--- config.mk ---
export PLATFORM = sky130hd
export DESIGN_NAME = cpu_clock_source_switcher
export DESIGN_NICKNAME = d
export VERILOG_FILES = /design/src/clock_switch_pkg.sv /design/src/clock_glitch_free_switch.sv /design/src/cpu_clock_source_switcher.sv
export SDC_FILE = /design/constraint.sdc
export NUM_CORES = 1
export LEC_CHECK = 0
export BUFFER_PORTS_ARGS = -buffer_cell sky130_fd_sc_hd__buf_4
export CORE_AREA = 2 2 81 83
export DETAILED_ROUTE_END_ITERATION = 12
export DIE_AREA = 0 0 83 85
export PLACE_DENSITY = 0.67
export SLEW_MARGIN = 10
export SYNTH_ARGS = -nofsm -noshare
export SYNTH_HDL_FRONTEND = slang
export SYNTH_HIERARCHICAL = 1
export SYNTH_SLANG_ARGS = --single-unit
--- constraint.sdc ---
create_clock -name clk -period 4.5 [get_ports clk]
set_input_delay 0.225 -clock clk [delete_from_list [all_inputs] [get_ports clk]]
set_output_delay 0.225 -clock clk [all_outputs]
set_load 0.02 [all_outputs]
--- src/clock_switch_pkg.sv ---
`default_nettype none

package clock_switch_pkg;

  localparam int unsigned ADDR_W = 3;
  localparam int unsigned DATA_W = 8;

  // Register offsets on the plain register port.
  localparam logic [ADDR_W-1:0] OFS_OSC_RUN      = 3'h0;
  localparam logic [ADDR_W-1:0] OFS_CLK_SEL      = 3'h1;
  localparam logic [ADDR_W-1:0] OFS_LOW_SEL      = 3'h2;
  localparam logic [ADDR_W-1:0] OFS_OSC_MODE     = 3'h3;
  localparam logic [ADDR_W-1:0] OFS_SETTLE_SEL   = 3'h4;
  localparam logic [ADDR_W-1:0] OFS_SETTLE_STAT  = 3'h5;

  // Field positions of oscillator_run_control.
  localparam int unsigned RUN_MAIN_HALT_BIT = 7;
  localparam int unsigned RUN_SUB_HALT_BIT  = 6;
  localparam int unsigned RUN_MID_EN_BIT    = 1;
  localparam int unsigned RUN_HIGH_HALT_BIT = 0;

  // Field positions of clock_source_select.
  localparam int unsigned SEL_CPU_STAT_BIT    = 7;
  localparam int unsigned SEL_CPU_SRC_BIT     = 6;
  localparam int unsigned SEL_MAIN_STAT_BIT   = 5;
  localparam int unsigned SEL_MAIN_SRC_BIT    = 4;
  localparam int unsigned SEL_ONCHIP_STAT_BIT = 1;
  localparam int unsigned SEL_ONCHIP_SRC_BIT  = 0;

  // Field positions of low_speed_osc_select and oscillator_mode_config.
  localparam int unsigned LOW_RUN_BIT   = 0;
  localparam int unsigned MODE_EXT_BIT  = 7;
  localparam int unsigned MODE_XTAL_BIT = 6;
  localparam int unsigned MODE_GAIN_BIT = 0;

  // Reset values.
  localparam logic [DATA_W-1:0] OSC_RUN_RESET    = 8'hc0;
  localparam logic [DATA_W-1:0] CLK_SEL_RESET    = 8'h00;
  localparam logic [DATA_W-1:0] LOW_SEL_RESET    = 8'h00;
  localparam logic [DATA_W-1:0] OSC_MODE_RESET   = 8'h00;
  localparam logic [DATA_W-1:0] SETTLE_SEL_RESET = 8'h07;

  // Writable bits of each register; the others read as stored constants or status.
  localparam logic [DATA_W-1:0] OSC_RUN_WMASK    = 8'hc3;
  localparam logic [DATA_W-1:0] CLK_SEL_WMASK    = 8'h51;
  localparam logic [DATA_W-1:0] LOW_SEL_WMASK    = 8'h01;
  localparam logic [DATA_W-1:0] OSC_MODE_WMASK   = 8'hc1;
  localparam logic [DATA_W-1:0] SETTLE_SEL_WMASK = 8'h07;

  // Crystal settle counter: eight stages, counted in crystal periods.
  localparam int unsigned SETTLE_SEL_W  = 3;
  localparam int unsigned SETTLE_STAGES = 8;
  localparam int unsigned SETTLE_CNT_W  = 19;
  localparam logic [SETTLE_CNT_W-1:0] SETTLE_ONE = 19'h00001;

  typedef enum logic [2:0] {
    SW_RUN   = 3'b001,
    SW_DRAIN = 3'b010,
    SW_FILL  = 3'b100
  } sw_state_t;

  // Power of two, in crystal periods, at which settle stage idx completes.
  function automatic int unsigned settle_exp(input logic [SETTLE_SEL_W-1:0] idx);
    case (idx)
      3'h0:    settle_exp = 8;
      3'h1:    settle_exp = 9;
      3'h2:    settle_exp = 10;
      3'h3:    settle_exp = 11;
      3'h4:    settle_exp = 13;
      3'h5:    settle_exp = 15;
      3'h6:    settle_exp = 17;
      default: settle_exp = 18;
    endcase
  endfunction

  // Merges written data into a register through its writable-bit mask.
  function automatic logic [DATA_W-1:0] masked_write(input logic [DATA_W-1:0] old_v,
                                                     input logic [DATA_W-1:0] new_v,
                                                     input logic [DATA_W-1:0] mask);
    masked_write = (old_v & ~mask) | (new_v & mask);
  endfunction

endpackage

`default_nettype wire

--- src/clock_glitch_free_switch.sv ---
`default_nettype none

module clock_glitch_free_switch
  import clock_switch_pkg::*;
(
  input  wire logic clk,
  input  wire logic rst_n,
  input  wire logic sel,
  input  wire logic tick_a,
  input  wire logic tick_b,
  output logic      tick_out,
  output logic      active
);

  sw_state_t state_q;
  logic      active_q;
  logic      target_q;
  logic      old_tick;
  logic      new_tick;

  assign old_tick = active_q ? tick_b : tick_a;
  assign new_tick = target_q ? tick_b : tick_a;

  // The old source finishes its period, the output rests, then the new one takes over.
  always_ff @(posedge clk) begin
    if (!rst_n) begin
      state_q <= SW_RUN;
    end else begin
      case (state_q)
        SW_RUN: begin
          if (sel != active_q) begin
            state_q <= SW_DRAIN;
          end
        end
        SW_DRAIN: begin
          if (old_tick) begin
            state_q <= SW_FILL;
          end
        end
        SW_FILL: begin
          if (new_tick) begin
            state_q <= SW_RUN;
          end
        end
        default: state_q <= SW_RUN;
      endcase
    end
  end

  always_ff @(posedge clk) begin
    if (!rst_n) begin
      target_q <= 1'b0;
    end else if (state_q == SW_RUN && sel != active_q) begin
      target_q <= sel;
    end
  end

  // The reported source changes only once the new source has produced an edge.
  always_ff @(posedge clk) begin
    if (!rst_n) begin
      active_q <= 1'b0;
    end else if (state_q == SW_FILL && new_tick) begin
      active_q <= target_q;
    end
  end

  assign tick_out = (state_q == SW_RUN) && old_tick;
  assign active   = active_q;

endmodule

`default_nettype wire

--- src/cpu_clock_source_switcher.sv ---
`default_nettype none

module cpu_clock_source_switcher
  import clock_switch_pkg::*;
#(
  parameter logic [SETTLE_CNT_W-1:0] SETTLE_STEP = SETTLE_ONE
) (
  input  wire logic              clk,
  input  wire logic              rst_n,
  input  wire logic [ADDR_W-1:0] addr,
  input  wire logic [DATA_W-1:0] wdata,
  input  wire logic              wr_en,
  input  wire logic              rd_en,
  output logic      [DATA_W-1:0] rdata,
  input  wire logic              high_osc_tick,
  input  wire logic              mid_osc_tick,
  input  wire logic              low_osc_tick,
  input  wire logic              main_crystal_tick,
  output logic                   high_speed_osc_run,
  output logic                   mid_speed_osc_run,
  output logic                   low_speed_osc_run,
  output logic                   crystal_amp_en,
  output logic                   ext_clock_in_en,
  output logic                   high_freq_gain,
  output logic                   cpu_peripheral_clock_tick
);

  logic [DATA_W-1:0]       osc_run_q;
  logic [DATA_W-1:0]       clk_sel_q;
  logic [DATA_W-1:0]       low_sel_q;
  logic [DATA_W-1:0]       osc_mode_q;
  logic [DATA_W-1:0]       settle_sel_q;
  logic [DATA_W-1:0]       rdata_q;
  logic [DATA_W-1:0]       rdata_d;
  logic [SETTLE_CNT_W-1:0] settle_cnt_q;
  logic [SETTLE_STAGES-1:0] settle_stat_q;
  logic [SETTLE_STAGES-1:0] settle_stat_d;
  logic                    crystal_mode;
  logic                    ext_mode;
  logic                    main_halted;
  logic                    settle_done;
  logic                    high_sys_tick;
  logic                    onchip_tick;
  logic                    main_sys_tick;
  logic                    onchip_active;
  logic                    main_active;
  logic                    cpu_active;
  logic                    wr_run;
  logic                    wr_sel;
  logic                    wr_low;
  logic                    wr_mode;
  logic                    wr_settle;

  assign wr_run    = wr_en && addr == OFS_OSC_RUN;
  assign wr_sel    = wr_en && addr == OFS_CLK_SEL;
  assign wr_low    = wr_en && addr == OFS_LOW_SEL;
  assign wr_mode   = wr_en && addr == OFS_OSC_MODE;
  assign wr_settle = wr_en && addr == OFS_SETTLE_SEL;

  // Oscillator run control register.
  always_ff @(posedge clk) begin
    if (!rst_n) begin
      osc_run_q <= OSC_RUN_RESET;
    end else if (wr_run) begin
      osc_run_q <= masked_write(osc_run_q, wdata, OSC_RUN_WMASK);
    end
  end

  // Clock source select register; only the select bits are stored.
  always_ff @(posedge clk) begin
    if (!rst_n) begin
      clk_sel_q <= CLK_SEL_RESET;
    end else if (wr_sel) begin
      clk_sel_q <= masked_write(clk_sel_q, wdata, CLK_SEL_WMASK);
    end
  end

  // Low-speed oscillator select register.
  always_ff @(posedge clk) begin
    if (!rst_n) begin
      low_sel_q <= LOW_SEL_RESET;
    end else if (wr_low) begin
      low_sel_q <= masked_write(low_sel_q, wdata, LOW_SEL_WMASK);
    end
  end

  // Oscillator mode register.
  always_ff @(posedge clk) begin
    if (!rst_n) begin
      osc_mode_q <= OSC_MODE_RESET;
    end else if (wr_mode) begin
      osc_mode_q <= masked_write(osc_mode_q, wdata, OSC_MODE_WMASK);
    end
  end

  // Crystal settle time select register.
  always_ff @(posedge clk) begin
    if (!rst_n) begin
      settle_sel_q <= SETTLE_SEL_RESET;
    end else if (wr_settle) begin
      settle_sel_q <= masked_write(settle_sel_q, wdata, SETTLE_SEL_WMASK);
    end
  end

  // Oscillator controls driven straight from the stored bits.
  assign mid_speed_osc_run  = osc_run_q[RUN_MID_EN_BIT];
  assign high_speed_osc_run = ~osc_run_q[RUN_HIGH_HALT_BIT];
  assign low_speed_osc_run  = low_sel_q[LOW_RUN_BIT];
  assign high_freq_gain     = osc_mode_q[MODE_GAIN_BIT];

  assign crystal_mode = osc_mode_q[MODE_XTAL_BIT];
  assign ext_mode     = osc_mode_q[MODE_EXT_BIT];
  assign main_halted  = osc_run_q[RUN_MAIN_HALT_BIT];

  // The amplifier runs only in crystal mode; with both bits set the pin takes a clock.
  assign crystal_amp_en  = crystal_mode && !ext_mode && !main_halted;
  assign ext_clock_in_en = crystal_mode && ext_mode && !main_halted;

  // Settle counter counts crystal periods from the start; a halt clears it.
  always_ff @(posedge clk) begin
    if (!rst_n) begin
      settle_cnt_q <= '0;
    end else if (!crystal_amp_en) begin
      settle_cnt_q <= '0;
    end else if (main_crystal_tick && !settle_stat_q[0]) begin
      settle_cnt_q <= settle_cnt_q + SETTLE_STEP;
    end
  end

  // Stage i completes at two to the power settle_exp(i); bit 7 is the first stage.
  always_comb begin
    settle_stat_d = '0;
    for (int i = 0; i < SETTLE_STAGES; i++) begin
      if (settle_cnt_q >= (SETTLE_ONE << settle_exp(SETTLE_SEL_W'(i)))) begin
        settle_stat_d[SETTLE_STAGES-1-i] = 1'b1;
      end
    end
  end

  always_ff @(posedge clk) begin
    if (!rst_n) begin
      settle_stat_q <= '0;
    end else if (!crystal_amp_en) begin
      settle_stat_q <= '0;
    end else begin
      settle_stat_q <= settle_stat_d;
    end
  end

  // Code k releases the crystal once stage k of the status has filled.
  assign settle_done = settle_stat_q[SETTLE_STAGES-1-settle_sel_q[SETTLE_SEL_W-1:0]];

  // The external clock bypasses the settle wait entirely.
  assign high_sys_tick = main_crystal_tick &&
                         ((ext_clock_in_en) || (crystal_amp_en && settle_done));

  // On-chip clock: 0 high-speed, 1 middle-speed oscillator.
  clock_glitch_free_switch u_onchip_switch (
    .clk      (clk),
    .rst_n    (rst_n),
    .sel      (clk_sel_q[SEL_ONCHIP_SRC_BIT]),
    .tick_a   (high_osc_tick && high_speed_osc_run),
    .tick_b   (mid_osc_tick && mid_speed_osc_run),
    .tick_out (onchip_tick),
    .active   (onchip_active)
  );

  // Main system clock: 0 on-chip oscillator clock, 1 high-speed system clock.
  clock_glitch_free_switch u_main_switch (
    .clk      (clk),
    .rst_n    (rst_n),
    .sel      (clk_sel_q[SEL_MAIN_SRC_BIT]),
    .tick_a   (onchip_tick),
    .tick_b   (high_sys_tick),
    .tick_out (main_sys_tick),
    .active   (main_active)
  );

  // CPU and peripheral clock: 0 main system clock, 1 subsystem clock.
  clock_glitch_free_switch u_cpu_switch (
    .clk      (clk),
    .rst_n    (rst_n),
    .sel      (clk_sel_q[SEL_CPU_SRC_BIT]),
    .tick_a   (main_sys_tick),
    .tick_b   (low_osc_tick && low_speed_osc_run),
    .tick_out (cpu_peripheral_clock_tick),
    .active   (cpu_active)
  );

  // Read mux; status bits show the source that is really driving each stage.
  always_comb begin
    rdata_d = '0;
    case (addr)
      OFS_OSC_RUN:    rdata_d = osc_run_q;
      OFS_CLK_SEL: begin
        rdata_d = clk_sel_q;
        rdata_d[SEL_CPU_STAT_BIT]    = cpu_active;
        rdata_d[SEL_MAIN_STAT_BIT]   = main_active;
        rdata_d[SEL_ONCHIP_STAT_BIT] = onchip_active;
      end
      OFS_LOW_SEL:     rdata_d = low_sel_q;
      OFS_OSC_MODE:    rdata_d = osc_mode_q;
      OFS_SETTLE_SEL:  rdata_d = settle_sel_q;
      OFS_SETTLE_STAT: rdata_d = settle_stat_q;
      default:         rdata_d = '0;
    endcase
  end

  // Read data stand for the one cycle after the read strobe, zero otherwise.
  always_ff @(posedge clk) begin
    if (!rst_n) begin
      rdata_q <= '0;
    end else if (rd_en) begin
      rdata_q <= rdata_d;
    end else begin
      rdata_q <= '0;
    end
  end

  assign rdata = rdata_q;

endmodule

`default_nettype wire

==> flow_summary.yaml, run 1 <==
run_status:
  outcome: "finished clean"
route:
  wl_um: 6170
  antenna_left: 0
  first_iter_violations: 95
  firstDrtPassIters: 4
  viasPerCell: 5.49
  drc: 0
  via_count: 2355
  wl_per_cell_um: 14.4
setup_path:
  path_class: "flip-flop to output pin"
  path_max_fanout: 4
  critical_path_arrival_ps: 2640
  r2r-end: "u_cpu_switch/state_q[2]"
  endpoint_kind: "output pin"
  worstReg2RegStart: "settle_sel_q[1]"
  cp-start-kind: "flip-flop"
  critPathRequiredTime_ps: 4280
  reg2reg_slack_ps: 1880
  rr_worst_depth: 9
cts:
  hold_buffers: 0
  ctsResizeCount: 0
  numCtsBuffers: 9
  ctsHtreeMaxLevel: 3
  cts_tree: "yes"
  clockBufferDepth: 2
  clockRootBuffer: "clkbuf_8"
  clock-sinks: 64
  clkTransAtPathRegs_ps: 70
  cts_setup_buffers: 0
  clock_latency_ps: 340
cells_and_area:
  nNetsFinal: 368
  fin_cells: 429
  layout-drive-gt1-share: 0.176
  syn_to_final_growth_pct: 16.4
  diodes: 0
timing:
  period_share: 0.637
  hold_violations: 0
  tns_ps: 0
  drv_slew: 0
  setup_violations: 0
  relSlewSlack: 0.438
  worstMarginPinSlew_ps: 840
  rsz0062_at_grt: "no"
  skew_ps: 7.72
  max_freq_mhz: 349
  finalCriticalPeriod_ps: 2870
hold_path:
  hold-path-cell-count: 3
  min-delay-start: "wdata[2]"
  worst_hold_path.endpoint: "settle_sel_q[2]"
  hold_class: "input pin to flip-flop"
global_route:
  grt_pass1_wl_um: 10200
  gr-usage-all-layers: 0.181
  antenna_found_initial: 0
  grt.overflow.total: 0
  grt_max_degree: 28
  grt_pass1_vias: 2201
logic_synthesis:
  ys_seq_area_frac: 0.424
  avgSynthCellArea_um2: 9.54
  yosys_warnings: 6
  synth_area_leaders: "dfxtp_1, mux2i_1, nor2_1"
  synthCells: 317
  synth.distinct_cells: 51
  syn_nets: 338
  synth-edff-count: 0
  synth_most_common_cell: "dfxtp_1"
  synth_top_cell_area_share: 0.424
  ys_async_sr_fraction: 0
  ys_ff_latch: 64
  synth_top_area_cell: "dfxtp_1"
  yosys-top-cells-count: "dfxtp_1, nor2_1, mux2i_1"
  syn_area_um2: 3020
  yosys_most_used_dff: "dfxtp_1"
power_and_ir_drop:
  p_leak_nw: 1.28
  peakVddDrop_mv: 0.225
  power_density_nw_per_um2: 366
die:
  num_io_pins: 34
  die_area_um2: 7060
  die_y_um: 85
  core_region_area_um2: 6200
  die_width_um: 83
  start_util: 0.487
  row_count: 29
placed_design:
  gp_routability_congestion: 0.770
  hpwl_um: 4420
  numPortBuffers: 31
  placedCellCount: 413
flow_run:
  maxCapViolations: 0
[layout by cell type (no fill, tap or decap), types with 4 or more instances in the layout]
cell type  netlist  final
nor2_1          32     32
nor3b_1          7      7
nor2b_1         14     14
o21ai_0          9      9
or3_1            4      4
a21o_1           6      6
nor4bb_1         4      4
a211oi_1         4      4
nand2b_1         4      4
clkbuf_8         0     10
and2_1           4      4
inv_1            7      7
nand4_1          7      7
mux2i_1         26     26
a21oi_1         15     15
nand3_1          7      7
nand2_1         17     17
xor2_1          13     13
dfxtp_1         64     64
buf_4            0     31
[cells by family after synthesis]
kind of cell / count (synthesis) / share of synthesized area
buf+inv: 19 / 0.0265
fa+ha+maj: 2 / 0.00827
mux: 31 / 0.116
flops: 64 / 0.424
simple gates: 130 / 0.258
xor+xnor: 15 / 0.0434
compound gates: 56 / 0.124
[routing by layer]
layer	vias up	GRT usage	routed length [µm]
li1	1204	-	-
met1	1111	0.221	2960
met2	29	0.306	2920
met3	11	0.0389	171
met4	0	0.0864	125
met5	-	0	0
[per-stage QoR]
stage	hold slack [ps]	util	area [µm²]	worst slack, ps	power [mW]
2_1_floorplan	353	-	3020	2310	0.707
3_3_place_gp	460	0.532	3300	1990	0.747
3_5_place_dp	455	0.532	3300	1940	0.751
4_1_cts	104	0.567	3520	1620	1.30
5_1_grt	123	0.567	3520	1360	1.34
6_report	111	0.567	3520	1630	1.29
[flip-flops by register name (all words and copies together), names as in the netlist, 3 cells and up]
name,cells
clk_sel_q,3
osc_mode_q,3
osc_run_q,4
rdata,8
settle_cnt_q,19
settle_sel_q,3
settle_stat_q,8
u_cpu_switch/state_q,3
u_main_switch/state_q,3
u_onchip_switch/state_q,3
[worst max-delay path, stage by stage, from the launching register on]
cell,delay (ps)
dfxtp_1,360
mux4_2,330
nor2b_1,120
a211oi_1,60
nor4bb_1,530
mux2i_1,240
nor2_1,240
mux2i_1,150
nor2_1,130
buf_4,150
[how the worst max path moves through the flow]
stage               cells after the start                   endpoint            start
global placement                        9    u_cpu_switch/state_q[2]  settle_sel_q[1]
global route                            9  cpu_peripheral_clock_tick  settle_sel_q[1]
CTS                                     9  cpu_peripheral_clock_tick  settle_sel_q[1]
floorplan                               9    u_cpu_switch/state_q[2]  settle_sel_q[1]
finish                                  9  cpu_peripheral_clock_tick  settle_sel_q[1]
detailed placement                      9    u_cpu_switch/state_q[2]  settle_sel_q[1]
[final cells by class]
type | count | area, µm²
flip-flops and latches | 64 | 1280
clock buffers | 11 | 141
well taps | 77 | 96.3
repair buffers | 31 | 233
multi-input cells | 234 | 1660
inverters | 7 | 26.3
fillers | 567 | 2680
clock inverters | 5 | 80.1
[power breakdown]
group	internal (mW)	switching, mW
clock	0.326	0.224
combinational	0.0660	0.0697
sequential	0.582	0.0194
(Power assumes the default switching activity.)
==> run 2: changes to the inputs <==
--- a/config.mk
+++ b/config.mk
@@ -9,7 +9,7 @@
 export CORE_AREA = 2 2 81 83
 export DETAILED_ROUTE_END_ITERATION = 12
 export DIE_AREA = 0 0 83 85
-export PLACE_DENSITY = 0.67
+export PLACE_DENSITY = 0.69
 export SLEW_MARGIN = 10
 export SYNTH_ARGS = -nofsm -noshare
 export SYNTH_HDL_FRONTEND = slang
==> constraint.sdc (replaced) <==
create_clock -name clk -period 2.4 [get_ports clk]
set_input_delay 0.12 -clock clk [delete_from_list [all_inputs] [get_ports clk]]
set_output_delay 0.12 -clock clk [all_outputs]
set_load 0.02 [all_outputs]
==> run 2 against run 1 <==
  * The run now ends with negative setup slack left
  * Wire length increased by 6.2%
  * First-iteration DRC count is 73% higher
  * Sequential share of layout area is 1.3 points lower
  * Sequential cell count stayed put
  * Die area unchanged
  * Cell count increased by 2.3%
  * Via count increased by 3.3%
  * Critical endpoint unchanged
  * Largest cell class unchanged
==> flow_summary.yaml, run 2 (same netlist as run 1, synthesis figures left out) <==
run_status:
  outcome: "finished, violations left"
  violations: "negative setup slack"
timing:
  hold_violations: 0
  rsz0062_at_grt: "yes"
  drv_slew: 0
  finalCriticalPeriod_ps: 2510
  setup_violations: 1
  worstMarginPinSlew_ps: 513
  period_share: 1.05
  relSlewSlack: 0.655
  skew_ps: 7.18
  layout_setup_ws_ps: -115
  max_freq_mhz: 398
cells_and_area:
  diodes: 0
  largest-register: "settle_cnt_q"
  fin_area_um2: 3660
  nNetsFinal: 379
  layout-drive-gt1-share: 0.218
  syn_to_final_growth_pct: 21.2
  final_core_util: 0.591
  fin_cells: 439
  largest_reg_flops: 19
  mostFrequentLayoutCell: "dfxtp_1"
  fillers: 559
  layout_common_cells: "dfxtp_1, buf_4, nor2_1"
route:
  firstDrtPassIters: 5
  viasPerCell: 5.54
  via_count: 2432
  antenna_left: 0
  wl_per_cell_um: 14.9
  drc: 0
  first_iter_violations: 164
  wl_um: 6550
placed_design:
  gp_routability_congestion: 0.804
  placed_area_um2: 3340
  placedCellCount: 419
  hpwl_um: 4560
  numPortBuffers: 31
cts:
  cts_tree: "yes"
  hold_buffers: 0
  numCtsBuffers: 9
  clkTransAtPathRegs_ps: 70
  clockBufferDepth: 2
  clockRootBuffer: "clkbuf_8"
  clock_latency_ps: 340
  ctsHtreeMaxLevel: 3
  clock-sinks: 64
power_and_ir_drop:
  intPower_mw: 1.90
  power_frac_seq: 0.456
  p_leak_nw: 1.38
  comb_power_share: 0.128
  peakVddDrop_mv: 0.514
  switching_share: 0.234
  p_total_mw: 2.47
  pwr-share-clk: 0.416
  power_density_nw_per_um2: 675
  p_switching_uw: 578
flow_run:
  maxCapViolations: 0
die:
  die_area_um2: 7060
  die_y_um: 85
  num_io_pins: 34
  start_util: 0.487
  die_width_um: 83
  core_region_area_um2: 6200
  row_count: 29
hold_path:
  hold_class: "input pin to flip-flop"
  min-delay-start: "wdata[1]"
setup_path:
  rr_worst_depth: 10
  worstReg2RegStart: "settle_sel_q[1]"
  cp.depth: 10
  critPathRequiredTime_ps: 2280
  critical-path-max-stage-delay_ps: 490
  cp-endpoint: "cpu_peripheral_clock_tick"
  cp-start-kind: "flip-flop"
  path_class: "flip-flop to output pin"
  critical_path_arrival_ps: 2390
  cp_num_buf_inv: 2
  critical-path-slowest-cell: "mux4_2"
  cp_cell_sequence: "mux4_2 -> nor2b_4 -> a211oi_4 -> nor4bb_4 -> mux2i_1 -> nor2_1 -> mux2i_1 -> buf_4 -> nor2_2 -> buf_6"
  endpoint_kind: "output pin"
  r2r-end: "u_cpu_switch/state_q[2]"
  path_max_fanout: 3
  path_delay_family: "multiplexers"
  crit_start: "settle_sel_q[1]"
  reg2reg_slack_ps: 70
  crit_top_cell: "mux2i_1"
global_route:
  grt_pass1_wl_um: 10900
  grt_pass1_vias: 2287
  grt_max_degree: 28
  gr-usage-all-layers: 0.194
  grt.overflow.total: 0
  antenna_found_initial: 0
## run 2: cell types whose count changed in the layout (fill, tap and decap cells not counted), moves of 2 or more
cell / change
buf_4: +8
buf_6: +3
clkinvlp_4: -2
or3_1: -2
or3_4: +2
## run 2: power by group through the flow
| stage | Combinational, mW | Clock, mW | Sequential (mW) |
|---|---|---|---|
| final | 0.318 | 1.03 | 1.13 |
| after detailed placement | 0.279 | 0 | 1.15 |
| after floorplan | 0.182 | 0 | 1.14 |
| after global routing | 0.345 | 1.10 | 1.14 |
| after CTS | 0.313 | 1.05 | 1.13 |
| after global placement | 0.274 | 0 | 1.15 |
## run 2: routing by layer
layer | share of wire | routed length (µm) | global-route usage
met3 | 0.033 | 216 | 0.0409
met5 | 0 | 0 | 0
met1 | 0.47 | 3080 | 0.245
met4 | 0.017 | 114 | 0.0849
met2 | 0.48 | 3140 | 0.323
## run 2: metrics by stage
step | setup TNS [ps] | hold slack (ps) | setup slack [ps]
2_1_floorplan | 0 | 248 | 210
3_3_place_gp | 0 | 355 | 38.7
3_5_place_dp | -10.5 | 357 | -10.5
4_1_cts | -141 | 3.44 | -141
5_1_grt | -352 | 2.93 | -258
6_report | -115 | 10.0 | -115
## run 2: final cells by class
| type | instances | area (µm²) | area share |
|---|---|---|---|
| Tap cell | 77 | 96.3 | 0.0263 |
| Timing Repair Buffer | 42 | 327 | 0.0891 |
| Clock inverter | 3 | 65.1 | 0.0178 |
| Inverter | 7 | 26.3 | 0.00717 |
| Sequential cell | 64 | 1280 | 0.351 |
| Multi-Input combinational cell | 234 | 1710 | 0.467 |
| Clock buffer | 12 | 155 | 0.0423 |
## run 2: worst register-to-register path, cell delays in order, from the launching register on
cell	delay, ps
dfxtp_4	360
mux4_2	330
nor2b_4	150
a211oi_4	50
nor4bb_4	340
mux2i_1	150
nor2_1	150
mux2i_1	110
buf_4	150
or3_4	360
a21oi_2	130
## run 2: worst min path at each step
stage,to,slack [ps],depth (start not counted)
floorplan,osc_run_q[6],250,2
global placement,osc_run_q[7],360,3
detailed placement,settle_sel_q[1],360,3
CTS,osc_run_q[7],3,3
global route,settle_sel_q[1],3,3
finish,settle_sel_q[1],10,3
## run 2: what timing repair did
action                     in CTS  in global routing
cloned                          0                  0
resized for setup               9                  5
setup endpoints to repair       2                  4
pin swaps                       8                  4
buffers inserted                6                  2
==> run 3: changes to the inputs <==
--- a/config.mk
+++ b/config.mk
@@ -15,3 +15,4 @@
 export SYNTH_HDL_FRONTEND = slang
 export SYNTH_HIERARCHICAL = 1
 export SYNTH_SLANG_ARGS = --single-unit
+export TNS_END_PERCENT = 10
==> run 3 against run 2 <==
  * The run still ends with negative setup slack left
  * Maximum frequency fell by 0.60%
  * Clock power barely moved
  * Register-to-register slack got worse by 200 ps
  * Power rose by 1.1%
  * Count of clock-buffer cells in the layout did not move
  * Sequential share of layout area fell by 0.18 points
  * Sequential power barely moved
  * Critical path type unchanged
  * Largest power group unchanged
==> flow_summary.yaml, run 3 (same netlist as run 1, synthesis figures left out) <==
power_and_ir_drop:
  intPower_mw: 1.92
  p_switching_uw: 584
  switching_share: 0.233
  power_density_nw_per_um2: 679
  power_frac_seq: 0.451
  pwr-share-clk: 0.412
  p_leak_nw: 1.39
  comb_power_share: 0.138
  peakVddDrop_mv: 0.489
  p_total_mw: 2.50
cts:
  cts_tree: "yes"
  clock_latency_ps: 340
  numCtsBuffers: 9
  clockRootBuffer: "clkbuf_8"
  clockBufferDepth: 2
  clock-sinks: 64
  clkTransAtPathRegs_ps: 70
  ctsHtreeMaxLevel: 3
cells_and_area:
  mostFrequentLayoutCell: "dfxtp_1"
  fillers: 555
  largest-register: "settle_cnt_q"
  final_core_util: 0.594
  syn_to_final_growth_pct: 21.8
  layout_common_cells: "dfxtp_1, buf_4, nor2_1"
  largest_reg_flops: 19
  register_area_um2: 1280
  layout-drive-gt1-share: 0.223
  diodes: 0
  multi_input_area_um2: 1710
  nNetsFinal: 381
route:
  wl_per_cell_um: 14.9
  wl_um: 6550
  antenna_left: 0
  wl_met3_um: 189
  top_layer: "met4"
  firstDrtPassIters: 5
  via_count: 2447
  route.met2.wl_um: 3160
  wl_met1_um: 3080
  viasPerCell: 5.55
  first_iter_violations: 149
  drc: 0
die:
  num_io_pins: 34
  die_area_um2: 7060
  die_y_um: 85
  die_width_um: 83
  start_util: 0.487
  core_region_area_um2: 6200
  row_count: 29
timing:
  setup_violations: 2
  drv_slew: 0
  layout_setup_ws_ps: -130
  period_share: 1.05
  finalCriticalPeriod_ps: 2530
  hold_violations: 0
  worstMarginPinSlew_ps: 512
  relSlewSlack: 0.655
  rsz0062_at_grt: "yes"
  max_freq_mhz: 395
  skew_ps: 6.93
hold_path:
  hold-path-cell-count: 3
  hold_class: "input pin to flip-flop"
setup_path:
  critical_path_arrival_ps: 2410
  endpoint_kind: "output pin"
  path_max_fanout: 3
  rr_worst_depth: 12
  cp-start-kind: "flip-flop"
  critPathRequiredTime_ps: 2280
  path_class: "flip-flop to output pin"
global_route:
  antenna_found_initial: 0
  grt_pass1_wl_um: 10900
  grt.overflow.total: 0
  gr-usage-all-layers: 0.194
  grt_pass1_vias: 2288
  grt_max_degree: 28
run_status:
  violations: "negative setup slack"
  outcome: "finished, violations left"
placed_design:
  gp_routability_congestion: 0.804
  numPortBuffers: 31
  hpwl_um: 4560
  place_ws_ps: -10.5
flow_run:
  maxCapViolations: 0
run 3: final cells by class:
cell class                 count  share of cell area
multi-input combinational    234               0.464
timing repair buffer          44              0.0938
clock inverter                 3              0.0177
inverter                       7             0.00713
clock buffer                  12              0.0421
tap                           77              0.0262
sequential                    64               0.349
run 3: per-layer routing:
metal  up-vias  GRT usage
li1       1225          -
met5         -          0
met2        39      0.323
met3        12     0.0409
met4         0     0.0849
met1      1171      0.245
run 3: what timing repair did:
| item | 4_1_cts | 5_1_grt |
|---|---|---|
| pin swaps | 8 | 0 |
| setup endpoints to repair | 2 | 4 |
| hold buffers | 0 | 0 |
| gates resized for setup | 10 | 5 |
| buffers inserted | 6 | 1 |
run 3: per-stage QoR:
stage | area (µm²) | TNS [ps] | std cells | hold WS, ps
floorplan | 3020 | 0 | 317 | 248
global placement | 3340 | 0 | 419 | 355
detailed placement | 3340 | -10.5 | 419 | 357
CTS | 3650 | -196 | 440 | 3.44
global route | 3680 | -690 | 441 | 2.93
finish | 3680 | -258 | 441 | 10.1
run 3: final timing paths:
check,to,slack (ps),startpoint
worst max register to register,u_cpu_switch/state_q[2],-130,settle_sel_q[1]
worst min register to register,rdata[3],480,settle_stat_q[3]
worst min-delay path,osc_run_q[7],10,wdata[7]
worst max-delay path,cpu_peripheral_clock_tick,-130,settle_sel_q[1]
run 3: critical path, cell delays in order (launching register included):
cell	delay, ps
dfxtp_4	370
mux4_2	490
nor2b_4	140
a211oi_4	200
nor4bb_4	90
mux2i_1	200
nor2_1	80
mux2i_1	190
buf_4	150
nor2_2	30
buf_6	120
run 3: power by group through the flow:
| stage | logic, mW | clock network [mW] | registers (mW) |
|---|---|---|---|
| after global placement | 0.274 | 0 | 1.15 |
| after global routing | 0.371 | 1.10 | 1.14 |
| final | 0.344 | 1.03 | 1.13 |
| after detailed placement | 0.279 | 0 | 1.15 |
| after floorplan | 0.182 | 0 | 1.14 |
| after CTS | 0.325 | 1.05 | 1.13 |
